File: config.mk
export PLATFORM = sky130hd
export DESIGN_NAME = cmt_clock_mode_tick_generator
export DESIGN_NICKNAME = d
export VERILOG_FILES = /design/src/rtl/cmt_pkg.sv /design/src/rtl/cmt_clock_mode_tick_generator.sv
export SDC_FILE = /design/constraint.sdc
export NUM_CORES = 1
export LEC_CHECK = 0
export ABC_AREA = 1
export BUFFER_PORTS_ARGS = -buffer_cell sky130_fd_sc_hd__buf_2
export CAP_MARGIN = 20
export CORE_ASPECT_RATIO = 1.25
export CORE_MARGIN = 3
export CORE_UTILIZATION = 44
export DETAILED_ROUTE_END_ITERATION = 8
export GPL_TIMING_DRIVEN = 0
export PLACE_DENSITY = 0.71
export SYNTH_ARGS = -nofsm -noshare
export SYNTH_HDL_FRONTEND = slang
export SYNTH_SLANG_ARGS = --single-unit
File: constraint.sdc
create_clock -name clk_i -period 2.1 [get_ports clk_i]
set_clock_uncertainty 0.05 [all_clocks]
set_input_delay 0.21 -clock clk_i [delete_from_list [all_inputs] [get_ports clk_i]]
set_output_delay 0.21 -clock clk_i [all_outputs]
set_load 0.02 [all_outputs]
File: src/rtl/cmt_pkg.sv
// package: mode code layout, ratio encodings and tick constants for the clock-mode tick generator
package cmt_pkg;
  // ---------------------------------------------------------------
  // mode word layout
  // ---------------------------------------------------------------
  localparam int MODE_W = 7;
  localparam int UPPER_LSB = 3;
  localparam int CFG_WORD_UPPER_LSB = 28;
  localparam int CFG_WORD_UPPER_MSB = 31;
  // ---------------------------------------------------------------
  // ratios held as twice the factor (so 2.5 becomes 5)
  // ---------------------------------------------------------------
  localparam int RATIO_W = 5;
  localparam logic [4:0] RATIO_HALF_2_5 = 5'h05;
  localparam logic [4:0] RATIO_HALF_3_5 = 5'h07;
  // ---------------------------------------------------------------
  // tick positions in quarters/tenths/fourteenths of the period, held as sub-steps
  // the divider counts STEPS_QUARTER, STEPS_TENTH or STEPS_FOURTEENTH sub-steps per bus clock period
  // ---------------------------------------------------------------
  localparam int PHASE_W = 6;
  localparam logic [5:0] STEPS_QUARTER = 6'h04;
  localparam logic [5:0] SECOND_AT_QUARTER = 6'h01;
  localparam logic [5:0] FOURTH_AT_QUARTER = 6'h03;
  localparam logic [5:0] STEPS_TENTH = 6'h0A;
  localparam logic [5:0] SECOND_AT_TENTH = 6'h03;
  localparam logic [5:0] FOURTH_AT_TENTH = 6'h08;
  localparam logic [5:0] STEPS_FOURTEENTH = 6'h0E;
  localparam logic [5:0] SECOND_AT_FOURTEENTH = 6'h04;
  localparam logic [5:0] FOURTH_AT_FOURTEENTH = 6'h0B;
  localparam logic [5:0] PHASE_RESET = 6'h00;
  // one step before zero: the 6-bit increment wraps it onto a first tick
  localparam logic [5:0] PHASE_PRESTART = 6'h3F;

  // decoded clock factors for one mode code
  typedef struct packed {
    logic valid;
    logic [4:0] comm_x2;
    logic [4:0] core_x2;
    logic [4:0] pci_div;
  } cmt_cfg_t;

  // tick strobes, one-cycle pulses on the sub-step clock
  typedef struct packed {
    logic first_tick;
    logic second_tick;
    logic third_tick;
    logic fourth_tick;
  } cmt_ticks_t;

  // divider state
  typedef enum logic [1:0] {
    CMT_RESET = 2'b00,
    CMT_RUN = 2'b01,
    CMT_BAD = 2'b10
  } cmt_state_t;

  localparam cmt_cfg_t CFG_RESET = '{valid: 1'b0, comm_x2: 5'h00, core_x2: 5'h00, pci_div: 5'h00};
endpackage

File: src/rtl/cmt_clock_mode_tick_generator.sv
// module: clock-mode decoder and four-tick generator for memory-controller output timing
`timescale 1ns/1ps
// Function
// - four tick points per bus clock period
// - first tick rising edge, third falling edge
// - second/fourth placement follows PLL ratio
// - other outputs launch on rising edge
// - memory outputs may change at any tick
// - mode code selects comm, core, pci factors
// - upper bits from word, lower from pins
// - comm clock equals bus times comm factor
// - core clock equals bus times core factor
module cmt_clock_mode_tick_generator (
  input wire logic clk_i,
  input wire logic rst_i,
  input wire logic hard_reset_i,
  input wire logic [31:0] reset_config_word_i,
  input wire logic [2:0] clock_mode_pins_i,
  input wire logic pci_clock_range_select_i,
  input wire logic [3:0] mem_out_tick_sel_i,
  input wire logic mem_out_d_i,
  input wire logic bus_out_d_i,
  output logic [6:0] mode_code_o,
  output logic mode_invalid_o,
  output logic [4:0] comm_mult_x2_o,
  output logic [4:0] core_mult_x2_o,
  output logic [4:0] pci_div_o,
  output logic bus_input_clock_o,
  output cmt_pkg::cmt_ticks_t ticks_o,
  output logic mem_out_q_o,
  output logic bus_out_q_o
);
  // ---------------------------------------------------------------
  // state
  // ---------------------------------------------------------------
  typedef struct packed {
    cmt_pkg::cmt_state_t st;
    logic [6:0] mode;
    cmt_pkg::cmt_cfg_t cfg;
    logic [5:0] phase;
    logic bus_clk;
    cmt_pkg::cmt_ticks_t ticks;
    logic mem_q;
    logic bus_q;
  } cmt_state_all_t;

  cmt_state_all_t r;
  cmt_state_all_t next_r;
  cmt_pkg::cmt_cfg_t dec;
  logic [6:0] code_in;
  logic [5:0] steps;
  logic [5:0] second_pos;
  logic [5:0] fourth_pos;

  // ---------------------------------------------------------------
  // mode decode
  // ---------------------------------------------------------------
  // word bits and pins
  assign code_in = {reset_config_word_i[cmt_pkg::CFG_WORD_UPPER_MSB:cmt_pkg::CFG_WORD_UPPER_LSB],
                    clock_mode_pins_i};

  // table decode, comm and core factors held as twice their value, pci divider as is
  function automatic cmt_pkg::cmt_cfg_t decode(input logic [6:0] c);
    cmt_pkg::cmt_cfg_t d;
    d = '{valid: 1'b1, comm_x2: 5'h00, core_x2: 5'h00, pci_div: 5'h00};
    case (c)
      7'h00: d = '{1'b1, 5'h04, 5'h05, 5'h02};
      7'h01: d = '{1'b1, 5'h04, 5'h06, 5'h02};
      7'h02: d = '{1'b1, 5'h05, 5'h06, 5'h03};
      7'h03: d = '{1'b1, 5'h05, 5'h07, 5'h03};
      7'h04: d = '{1'b1, 5'h05, 5'h08, 5'h03};
      7'h05: d = '{1'b1, 5'h06, 5'h06, 5'h03};
      7'h06: d = '{1'b1, 5'h07, 5'h07, 5'h03};
      7'h07: d = '{1'b1, 5'h06, 5'h08, 5'h03};
      7'h08: d = '{1'b1, 5'h06, 5'h0A, 5'h03};
      7'h09: d = '{1'b1, 5'h06, 5'h0C, 5'h03};
      7'h0A: d = '{1'b1, 5'h06, 5'h0E, 5'h03};
      7'h0B: d = '{1'b1, 5'h06, 5'h10, 5'h03};
      7'h10: d = '{1'b1, 5'h08, 5'h0A, 5'h04};
      7'h11: d = '{1'b1, 5'h08, 5'h0C, 5'h04};
      7'h12: d = '{1'b1, 5'h08, 5'h0E, 5'h04};
      7'h13: d = '{1'b1, 5'h08, 5'h10, 5'h04};
      7'h14: d = '{1'b1, 5'h08, 5'h0A, 5'h06};
      7'h15: d = '{1'b1, 5'h08, 5'h0B, 5'h06};
      7'h16: d = '{1'b1, 5'h08, 5'h0C, 5'h06};
      7'h18: d = '{1'b1, 5'h0A, 5'h0A, 5'h05};
      7'h19: d = '{1'b1, 5'h0A, 5'h0C, 5'h05};
      7'h1A: d = '{1'b1, 5'h0A, 5'h0E, 5'h05};
      7'h1B: d = '{1'b1, 5'h0A, 5'h10, 5'h05};
      7'h21: d = '{1'b1, 5'h0C, 5'h0C, 5'h06};
      7'h22: d = '{1'b1, 5'h0C, 5'h0E, 5'h06};
      7'h23: d = '{1'b1, 5'h0C, 5'h10, 5'h06};
      7'h28: d = '{1'b1, 5'h04, 5'h05, 5'h02};
      7'h29: d = '{1'b1, 5'h04, 5'h06, 5'h02};
      7'h2A: d = '{1'b1, 5'h04, 5'h07, 5'h02};
      7'h2B: d = '{1'b1, 5'h04, 5'h08, 5'h02};
      7'h2C: d = '{1'b1, 5'h04, 5'h09, 5'h02};
      7'h2D: d = '{1'b1, 5'h06, 5'h07, 5'h05};
      7'h2E: d = '{1'b1, 5'h06, 5'h08, 5'h05};
      7'h2F: d = '{1'b1, 5'h06, 5'h09, 5'h05};
      7'h30: d = '{1'b1, 5'h05, 5'h05, 5'h03};
      7'h31: d = '{1'b1, 5'h05, 5'h06, 5'h03};
      7'h32: d = '{1'b1, 5'h05, 5'h07, 5'h03};
      7'h33: d = '{1'b1, 5'h05, 5'h08, 5'h03};
      7'h34: d = '{1'b1, 5'h05, 5'h09, 5'h03};
      7'h35: d = '{1'b1, 5'h05, 5'h0A, 5'h03};
      7'h36: d = '{1'b1, 5'h05, 5'h0C, 5'h03};
      7'h39: d = '{1'b1, 5'h06, 5'h06, 5'h03};
      7'h3A: d = '{1'b1, 5'h06, 5'h07, 5'h03};
      7'h3B: d = '{1'b1, 5'h06, 5'h08, 5'h03};
      7'h3C: d = '{1'b1, 5'h06, 5'h09, 5'h03};
      7'h41: d = '{1'b1, 5'h06, 5'h06, 5'h04};
      7'h5C: d = '{1'b1, 5'h05, 5'h08, 5'h04};
      7'h5D: d = '{1'b1, 5'h05, 5'h09, 5'h04};
      7'h68: d = '{1'b1, 5'h05, 5'h06, 5'h05};
      7'h69: d = '{1'b1, 5'h05, 5'h07, 5'h05};
      7'h6A: d = '{1'b1, 5'h05, 5'h08, 5'h05};
      7'h6B: d = '{1'b1, 5'h05, 5'h09, 5'h05};
      7'h6C: d = '{1'b1, 5'h05, 5'h0A, 5'h05};
      7'h6D: d = '{1'b1, 5'h04, 5'h06, 5'h05};
      7'h6E: d = '{1'b1, 5'h04, 5'h08, 5'h05};
      7'h70: d = '{1'b1, 5'h06, 5'h07, 5'h06};
      7'h71: d = '{1'b1, 5'h06, 5'h08, 5'h06};
      7'h72: d = '{1'b1, 5'h06, 5'h09, 5'h06};
      7'h73: d = '{1'b1, 5'h06, 5'h0A, 5'h06};
      7'h74: d = '{1'b1, 5'h06, 5'h0B, 5'h06};
      default: d = cmt_pkg::CFG_RESET;
    endcase
    return d;
  endfunction

  assign dec = decode(r.mode);

  // sub-step grid chosen from the core ratio
  always_comb begin
    steps = cmt_pkg::STEPS_QUARTER;
    second_pos = cmt_pkg::SECOND_AT_QUARTER;
    fourth_pos = cmt_pkg::FOURTH_AT_QUARTER;
    if (r.cfg.core_x2 == cmt_pkg::RATIO_HALF_2_5) begin
      steps = cmt_pkg::STEPS_TENTH;
      second_pos = cmt_pkg::SECOND_AT_TENTH;
      fourth_pos = cmt_pkg::FOURTH_AT_TENTH;
    end else if (r.cfg.core_x2 == cmt_pkg::RATIO_HALF_3_5) begin
      steps = cmt_pkg::STEPS_FOURTEENTH;
      second_pos = cmt_pkg::SECOND_AT_FOURTEENTH;
      fourth_pos = cmt_pkg::FOURTH_AT_FOURTEENTH;
    end
  end

  // ---------------------------------------------------------------
  // next state
  // ---------------------------------------------------------------
  always_comb begin
    next_r = r;
    next_r.ticks = '0;
    case (r.st)
      cmt_pkg::CMT_RESET: begin
        if (!hard_reset_i) begin
          next_r.cfg = decode(r.mode);
          // park before zero so the bus clock never rises without a first tick
          next_r.phase = cmt_pkg::PHASE_PRESTART;
          next_r.st = dec.valid ? cmt_pkg::CMT_RUN : cmt_pkg::CMT_BAD;
        end
      end
      cmt_pkg::CMT_RUN: begin
        // phase counter spans one bus period
        next_r.phase = (r.phase == steps - 6'h01) ? cmt_pkg::PHASE_RESET : r.phase + 6'h01;
        // first tick rising, third tick falling
        next_r.ticks.first_tick = (next_r.phase == cmt_pkg::PHASE_RESET);
        next_r.ticks.third_tick = (next_r.phase == (steps >> 1));
        // second and fourth from the grid
        next_r.ticks.second_tick = (next_r.phase == second_pos);
        next_r.ticks.fourth_tick = (next_r.phase == fourth_pos);
        next_r.bus_clk = (next_r.phase < (steps >> 1));
        // bus outputs launch on the rising edge only
        if (next_r.ticks.first_tick) begin
          next_r.bus_q = bus_out_d_i;
        end
        // memory outputs change at any selected tick
        if (|(mem_out_tick_sel_i & next_r.ticks)) begin
          next_r.mem_q = mem_out_d_i;
        end
      end
      cmt_pkg::CMT_BAD: begin
        next_r.bus_clk = 1'b0;
      end
      default: begin
        next_r.st = cmt_pkg::CMT_RESET;
      end
    endcase
    // capture while hard reset stands, held after
    if (hard_reset_i) begin
      next_r.st = cmt_pkg::CMT_RESET;
      next_r.mode = code_in;
      next_r.cfg = cmt_pkg::CFG_RESET;
      next_r.ticks = '0;
      next_r.bus_clk = 1'b0;
    end
  end

  // ---------------------------------------------------------------
  // registers
  // ---------------------------------------------------------------
  always_ff @(posedge clk_i) begin
    if (rst_i) begin
      r <= '0;
    end else begin
      r <= next_r;
    end
  end

  // outputs from state
  assign mode_code_o = r.mode;
  assign mode_invalid_o = (r.st == cmt_pkg::CMT_BAD);
  assign comm_mult_x2_o = r.cfg.comm_x2;
  assign core_mult_x2_o = r.cfg.core_x2;
  assign pci_div_o = r.cfg.pci_div;
  assign bus_input_clock_o = r.bus_clk;
  assign ticks_o = r.ticks;
  assign mem_out_q_o = r.mem_q;
  assign bus_out_q_o = r.bus_q;
endmodule

Word level (Yosys, flattened, before mapping)
Memory sizes are Yosys's and may differ from the RTL's. A register that Yosys moved wholly into a read port is not among the register bits.
Index checks and enable logic that the tools add are counted.
Storage, ports and cells
  bits in registers: 32
  latch bits: 0
  RAM bits: 0
  ROM bits: 3328
  bits of input ports: 45
  output and inout port bits: 30
  logic and storage cells: 55
  memories: 2
Cells by class
  add/subtract/negate cells: 2
  $mul: 0
  div/mod/pow operators: 0
  magnitude comparators: 1
  equal/unequal tests: 9
  shift operators: 0
  mux-type cells: 14
  bitwise operators: 3
  reductions and logical operators: 12
Memory list
  (name not given): words 128, width 13, read ports 1, clocked after memory_dff 1, wr ports 0, RTL line cmt_clock_mode_tick_generator.sv:66  | case (c)
  (name not given): words 128, width 13, read ports 1, clocked after memory_dff 1, wr ports 0, RTL line cmt_clock_mode_tick_generator.sv:66
Operator list (number)
  6-bit 2-to-1 mux: 4
  6-bit equality test: 3
  7-bit 2-to-1 mux: 2
  4-bit 2-to-1 mux: 3
  6-bit case mux with 2 select lines: 1
  5-bit by 3-bit equality test with 1-bit output (second input constant): 2
  2-bit AND reduction: 4
  6-bit by 1-bit adder with 6-bit output (second input constant): 1
  6-bit by 5-bit equality test with 1-bit output: 1
  6-bit logical NOT: 1
  6-bit by 5-bit less-than comparator with 1-bit output: 1
  6-bit by 1-bit subtractor with 6-bit output (second input constant): 1
  4-bit bitwise AND: 1
  2-bit case mux with 2 select lines: 1
  2-bit nonzero test: 2
  2-bit OR reduction: 2
  4-bit OR reduction: 1
  3-bit 2-to-1 mux: 1
  3-bit OR reduction: 1
  2-bit by 1-bit equality test with 1-bit output (second input constant): 1
  2-bit equality test (second input constant): 1
  2-bit logical NOT: 1
  2-bit 2-to-1 mux: 1
  2-bit != test (second input constant): 1
  2 further kinds: 3

Logic depth before layout (Yosys ltp)
Gate-level depths: netlist of the first run.
  depth in word-level cells: 10
  mapped depth: 20
  gate-level depth less buffers: 20

Worst setup path after synthesis of the first run
Ideal clock, no wire load.
  path type: register to register
  from: reg r, in the netlist core_mult_x2_o[0]
  to: reg r, in the netlist mem_out_q_o
  setup time: 0.115 ns
  data arrival time: 1.901 ns
  required time: 1.935 ns
  path slack: 0.034 ns
  cell stages (with the launch flop): 20
  buffers on the path: 0
  period minus slack after synthesis: 2.066 ns
  path through: dfxtp_1 -> nand2_1 -> nor2_2 -> nand2_1 -> nand2_2 -> nand3_4 -> nand2_2 -> inv_1 -> ha_1 -> o21ai_0 -> nor2_1 -> nand2_1 -> nor2_1 -> nand2_1 -> nor2_1 -> nor2_1 -> nand2_1 -> nand3_1 -> nand2_1 -> nor2_1
Between the ends
  cells in the longest elaborated chain, start to end: 10
  elaborated cells on any way between the ends: 18
  those cells by class: add/sub: 1; eq/ne: 6; mux: 7; bitwise: 1; reduce/logical: 3
RTL lines
  start: declaration: RTL line cmt_clock_mode_tick_generator.sv:47  | cmt_state_all_t r;
  start signal: assignment: RTL line cmt_clock_mode_tick_generator.sv:208  | r <= next_r;
  5-bit by 3-bit equality test with 1-bit output: RTL line cmt_clock_mode_tick_generator.sv:143  | end else if (r.cfg.core_x2 == cmt_pkg::RATIO_HALF_3_5) begin
  4-bit 2-to-1 mux: RTL line cmt_clock_mode_tick_generator.sv:143
  6-bit 2-to-1 mux: RTL line cmt_clock_mode_tick_generator.sv:139  | if (r.cfg.core_x2 == cmt_pkg::RATIO_HALF_2_5) begin
  6-bit by 1-bit subtractor with 6-bit output: RTL line cmt_clock_mode_tick_generator.sv:167  | next_r.phase = (r.phase == steps - 6'h01) ? cmt_pkg::PHASE_RESET : r.phase + 6'h01;
  6-bit equality test: RTL line cmt_clock_mode_tick_generator.sv:167
  6-bit 2-to-1 mux: RTL line cmt_clock_mode_tick_generator.sv:167
  6-bit equality test (tied with other cells): RTL line cmt_clock_mode_tick_generator.sv:173  | next_r.ticks.fourth_tick = (next_r.phase == fourth_pos);
  4-bit bitwise AND (*): RTL line cmt_clock_mode_tick_generator.sv:180  | if (|(mem_out_tick_sel_i & next_r.ticks)) begin
  4-bit OR reduction (*): RTL line cmt_clock_mode_tick_generator.sv:180
  2-bit AND reduction (no line) (*)
Mark *: on every way between the ends. The rest lies on a longest branch, timed or not.
A chain may end at the register's enable or synchronous reset.

Worst setup path after layout of the first run
  from: reg r, in the netlist core_mult_x2_o[4]
  to: reg r, in the netlist mem_out_q_o
The elaborated chain is that of the path after synthesis.

==> results of run 1 <==
[logic make-up (layout without fill, tap and decap cells)]
| logic type | count (synthesis) | in the layout | synth area share (%) |
|---|---|---|---|
| and+or+nand+nor | 202 | 202 | 32.9 |
| buffers and inverters | 103 | 163 | 17.7 |
| AOI/OAI and AO/OA | 81 | 81 | 17.4 |
| DFF | 35 | 35 | 24.6 |
| adders and majority gates | 15 | 15 | 6.60 |
| xor gates and xnor gates | 2 | 2 | 0.616 |
| other | 1 | 3 | 0.132 |
[routing by layer]
| layer | part of all wire (%) | routed length [um] |
|---|---|---|
| met1 | 41 | 3160 |
| met2 | 53 | 4060 |
| met3 | 3.9 | 302 |
| met4 | 2.7 | 206 |
| met5 | 0 | 0 |
[placed cells by master, fill, tap and decap left out, drive strengths merged, types with 5 or more instances in the layout]
cell type / synthesis / final
a21oi: 23 / 23
a31oi: 5 / 5
buf: 32 / 84
clkbuf: 4 / 11
dfxtp: 35 / 35
ha: 15 / 15
inv: 66 / 66
nand2: 90 / 90
nand3: 27 / 27
nor2: 67 / 67
nor3: 10 / 10
o21ai: 30 / 30
o311ai: 5 / 5
[cell type report]
type	instances	area, sq um
clock buffer	7	76.3
tap	85	106
multi-input combinational	303	1770
inverter	66	250
buffer	37	258
timing repair buffer	52	288
fill	637	2730
clock inverter	1	5.00
sequential	35	729
[sequential cells by signal, summed over array words and instances, names as in the netlist]
name / cells
r: 8
mode_code_o: 7
core_mult_x2_o: 5
comm_mult_x2_o: 4
ticks_o: 4
pci_div_o: 3
bus_input_clock_o: 1
bus_out_q_o: 1
dec: 1
mem_out_q_o: 1
[power breakdown]
group	internal [mW]	switching [mW]	leakage (nW)	total, mW
Sequential	0.705	0.0516	0.293	0.756
Clock	0.233	0.255	0.0422	0.488
Combinational	0.263	0.428	1.34	0.691
Total	1.20	0.735	1.67	1.94
[synth_stat cells (all sizes together)]
cell type and count:
xor2 2, or2 2, o211ai 4, o21ai 30, o2111ai 3, dfxtp 35, nor3 10, ha 15
a21oi 23, nand3 27, a31oi 5, o31ai 1, a211oi 1, nor2 67, buf 32, o221ai 2
o311ai 5, nand4 3, nand2 90, inv 66, conb 1, clkbuf 4, o22ai 1, and3 1
a22oi 1, nor4 2, a221oi 4, dlygate4sd1 1, a32o 1
[final timing paths]
path / from / endpoint / slack (ps) / cells after the start
min: bus_out_d_i / bus_out_q_o / 170 / 3
max: core_mult_x2_o[4] / mem_out_q_o / -50 / 20
max reg2reg: core_mult_x2_o[4] / mem_out_q_o / -50 / 20
min reg2reg: bus_out_q_o / bus_out_q_o / 400 / 2
[critical path: stages (launching register included)]
cell	delay [ps]
dfxtp_4	370
inv_4	70
nand2_4	50
nor2_4	130
nand2_2	60
nand2_2	80
nand3_4	100
nand2_4	80
inv_2	40
ha_4	260
o21ai_2	50
nor2_1	100
nand2_1	70
nor2_2	70
nand2_1	80
nor2_1	90
nor2_1	40
nand2_1	80
nand3_1	80
nand2_1	60
nor2_1	40
[timing repair]
item                       CTS  global route
setup endpoints to repair   10            15
resized for setup           25            27
pin swaps                   12             7
buffers inserted             8             3
[stage by stage]
| step | cells | instance area [sq um] | setup TNS [ps] | utilization (%) | power, mW |
|---|---|---|---|---|---|
| after floorplan | 441 | 2850 | 0 | - | 1.23 |
| after global placement | 567 | 3160 | -1210 | 51.0 | 1.37 |
| after detailed placement | 567 | 3160 | -1460 | 51.0 | 1.38 |
| after CTS | 583 | 3370 | -62.9 | 54.4 | 1.90 |
| after global routing | 586 | 3480 | -341 | 56.0 | 2.05 |
| final | 586 | 3480 | -50.0 | 56.0 | 1.94 |
==> flow_metrics.tcl, run 1 <==
set metrics [dict create \
    status "complete, but fails checks" \
    violations "negative setup slack" \
    grt_usage_pct 20.4 \
    ys_warn_count 0 \
    tightest_slew_ps 516 \
    fin_ws_ps -50.0 \
    rsz0062_at_grt "yes" \
    synth_area_sq_um 2840 \
    routed_wl_um 7730 \
    drt.antenna.violating_nets 0 \
    critPathRequiredTime_ps 2250 \
    numPortBuffers 41 \
    cts_hold_buffers 0 \
    ir_worst_vdd_mv 0.241 \
    max-cap-violations 0 \
    drtPass1Iterations 4 \
    synth_cell_types 44 \
    fin_crit_sh_pct 102 \
    synth_cells 439 \
    rows 32 \
    synth_area_leaders "dfxtp_1, nand2_1, nor2_1" \
    n_antenna_cell 0 \
    cts_max_level 2 \
    antenna_found_initial 0 \
    fin_nets 560 \
    io_pins 75 \
    cts_buffers 5 \
    drt_first_iter_violations 108 \
    die_w_um 77.9 \
    finalHoldViolations 0 \
    max-slew-margin-rel_pct 65.5 \
    finalMaxSlewViolations 0 \
    final_layout_size_suffix_gt1_share_pct 31.9 \
    busiest_layer "met2" \
    start_kind "flop" \
    worstPathArrival_ps 2300 \
    globalplace.congestion 0.949 \
    yosysTopAreaCell "dfxtp_1" \
    p_leak_nw 1.67 \
    timing.hold.ws_ps 173 \
    cp_max_fo 4 \
    clock_latency_ps 300 \
    cts_tree "yes" \
    path_clk_slew_ps 80 \
    die-area_sq_um 7470 \
    cts-root-buf "clkbuf_8" \
    power_density_nw_per_um2 557 \
    worstHoldPathType "in2reg" \
    ys_seq_area_share_pct 24.6 \
    hpwl_um 5960 \
    wl_per_cell_um 13.2 \
    avgSynthCellArea_sq_um 6.48 \
    gr-total-overflow 0 \
    synth-seq-cells 35 \
    gr-usage-met1_pct 22.9 \
    met3_usage_pct 2.81 \
    finalSetupViolations 1 \
    grtUsageMet2_pct 38.1 \
    viasPerCell 5.16 \
    drc 0 \
    finalCriticalPeriod_ps 2150 \
    dp_slack_ps -302 \
    grt_pass1_wl_um 12400 \
    grt_pass1_vias 2841 \
    area_growth_pct 22.3 \
    worstSetupPathType "reg2reg" \
    start_util_pct 45.8 \
    cts.sinks 35 \
    synth_top_area_share_pct 24.6 \
    core_area_sq_um 6210 \
    die_height_um 95.9 \
    clock.fmax_mhz 465 \
    grt_max_degree 12 \
    clockBufferDepth 2 \
    num_vias 3025 \
    critPathCaptureType "flop" \
]
(Power assumes the default switching activity.)
==> inputs of run 2 (changes only) <==
- ABC_CLOCK_PERIOD_IN_PS: unset -> 2100
- CORE_UTILIZATION: 44 -> 29
- PLACE_DENSITY: 0.71 -> unset
==> flow_metrics.tcl, run 2 (same netlist as run 1, synthesis figures left out) <==
set metrics [dict create \
    critPathCaptureType "flop" \
    wl_met1_um 3540 \
    clock_latency_ps 280 \
    worstSetupPathType "reg2reg" \
    grt_pass1_vias 2761 \
    dp_slack_ps -321 \
    drtPass1Iterations 4 \
    final_common_cell "nand2_1" \
    grt_max_degree 12 \
    top_register "r" \
    cts_buffers 5 \
    finalMaxSlewViolations 0 \
    numPortBuffers 41 \
    nFillCells 1060 \
    finalCriticalPeriod_ps 2210 \
    die-area_sq_um 11000 \
    core_area_sq_um 9370 \
    grt_usage_pct 14.9 \
    fin_nets 557 \
    mostFrequentLayoutCells "nand2_1, inv_1, nor2_1, buf_2, buf_4" \
    io_pins 75 \
    fin_setup_tns_ps -110 \
    cp_max_fo 6 \
    critPathRequiredTime_ps 2230 \
    wl_per_cell_um 13.0 \
    rsz0062_at_grt "yes" \
    globalplace.congestion 0.914 \
    fin_crit_sh_pct 105 \
    drt_first_iter_violations 136 \
    met3_length_um 298 \
    power_density_nw_per_um2 615 \
    rows 39 \
    grt_pass1_wl_um 13100 \
    ir_worst_vdd_mv 0.317 \
    fin_total_pwr_mw 2.20 \
    finalSetupViolations 1 \
    wl_met2_um 4110 \
    path_clk_slew_ps 60 \
    violations "negative setup slack" \
    cts.sinks 35 \
    clock.fmax_mhz 453 \
    drc 0 \
    clockBufferDepth 2 \
    fin_ws_ps -110 \
    cts_max_level 2 \
    n_antenna_cell 0 \
    gr-total-overflow 0 \
    start_kind "flop" \
    viasPerCell 4.72 \
    max-slew-margin-rel_pct 64.8 \
    drt.antenna.violating_nets 0 \
    p_leak_nw 1.68 \
    die_w_um 94.6 \
    cts_tree "yes" \
    tightest_slew_ps 528 \
    max-cap-violations 0 \
    status "complete, but fails checks" \
    top_layer_used "met4" \
    die_height_um 117 \
    finalHoldViolations 0 \
    finalNonFillerCells 620 \
    routed_wl_um 8090 \
    antenna_found_initial 0 \
    cts-root-buf "clkbuf_16" \
    num_vias 2926 \
    worstHoldPathType "in2reg" \
    worstPathArrival_ps 2340 \
    hpwl_um 6410 \
    largest_reg_flops 8 \
    dp.cells 605 \
    final_layout_size_suffix_gt1_share_pct 32.8 \
    start_util_pct 30.4 \
    area_growth_pct 25.7 \
]
-- run 2: area by class of cell --
| class | count | area [sq um] | share of cell area (%) |
|---|---|---|---|
| Multi-Input combinational cell | 303 | 1770 | 49.4 |
| Timing Repair Buffer | 49 | 265 | 7.42 |
| Inverter | 66 | 253 | 7.07 |
| Sequential cell | 35 | 728 | 20.4 |
| Tap cell | 123 | 154 | 4.31 |
| Clock inverter | 1 | 5.00 | 0.140 |
| Buffer | 37 | 264 | 7.39 |
| Clock buffer | 6 | 139 | 3.89 |
-- run 2: repair_timing --
| action | 4_1_cts | 5_1_grt |
|---|---|---|
| hold buffers | 0 | 0 |
| gates resized for setup | 15 | 47 |
| setup buffers | 2 | 6 |
| pin swaps | 1 | 16 |
| endpoints found under the setup margin | 12 | 15 |
-- run 2: final timing paths --
kind,start,end,slack (ps),cells past startpoint
max,core_mult_x2_o[0],mem_out_q_o,-110,20
min,bus_out_d_i,bus_out_q_o,170,3
max reg2reg,core_mult_x2_o[0],mem_out_q_o,-110,20
min reg2reg,bus_out_q_o,bus_out_q_o,390,2
-- run 2: report_power, final --
group / leakage, nW / switching (mW) / internal [mW]
sequential: 0.292 / 0.0519 / 0.706
clock: 0.0727 / 0.287 / 0.463
combinational: 1.32 / 0.433 / 0.258
-- run 2: critical path: stages (launching register included) --
cell and delay [ps]:
dfxtp_4 370, nand2_1 90, inv_2 60, nand2_4 70
nand2_1 60, nand2_2 100, nand3_4 100, nand2_4 110
inv_4 40, ha_4 260, o21ai_2 50, nor2_1 100
nand2_1 50, nor2_1 90, nand2_1 80, nor2_1 110
nor2_1 40, nand2_1 80, nand3_1 80, nand2_1 60
nor2_1 40
-- run 2: per-layer routing --
layer / track usage, % / up-vias
met5: 0 / -
met4: 5.00 / 0
met3: 2.26 / 12
met2: 27.2 / 71
met1: 17.7 / 1317
li1: - / 1526
-- run 2: metrics by stage --
stage               area [sq um]  utilization (%)  hold WS (ps)
floorplan                   2850                -           351
global placement            3210             34.3           381
detailed placement          3210             34.3           385
CTS                         3410             36.4           179
global route                3570             38.2           190
finish                      3570             38.2           170
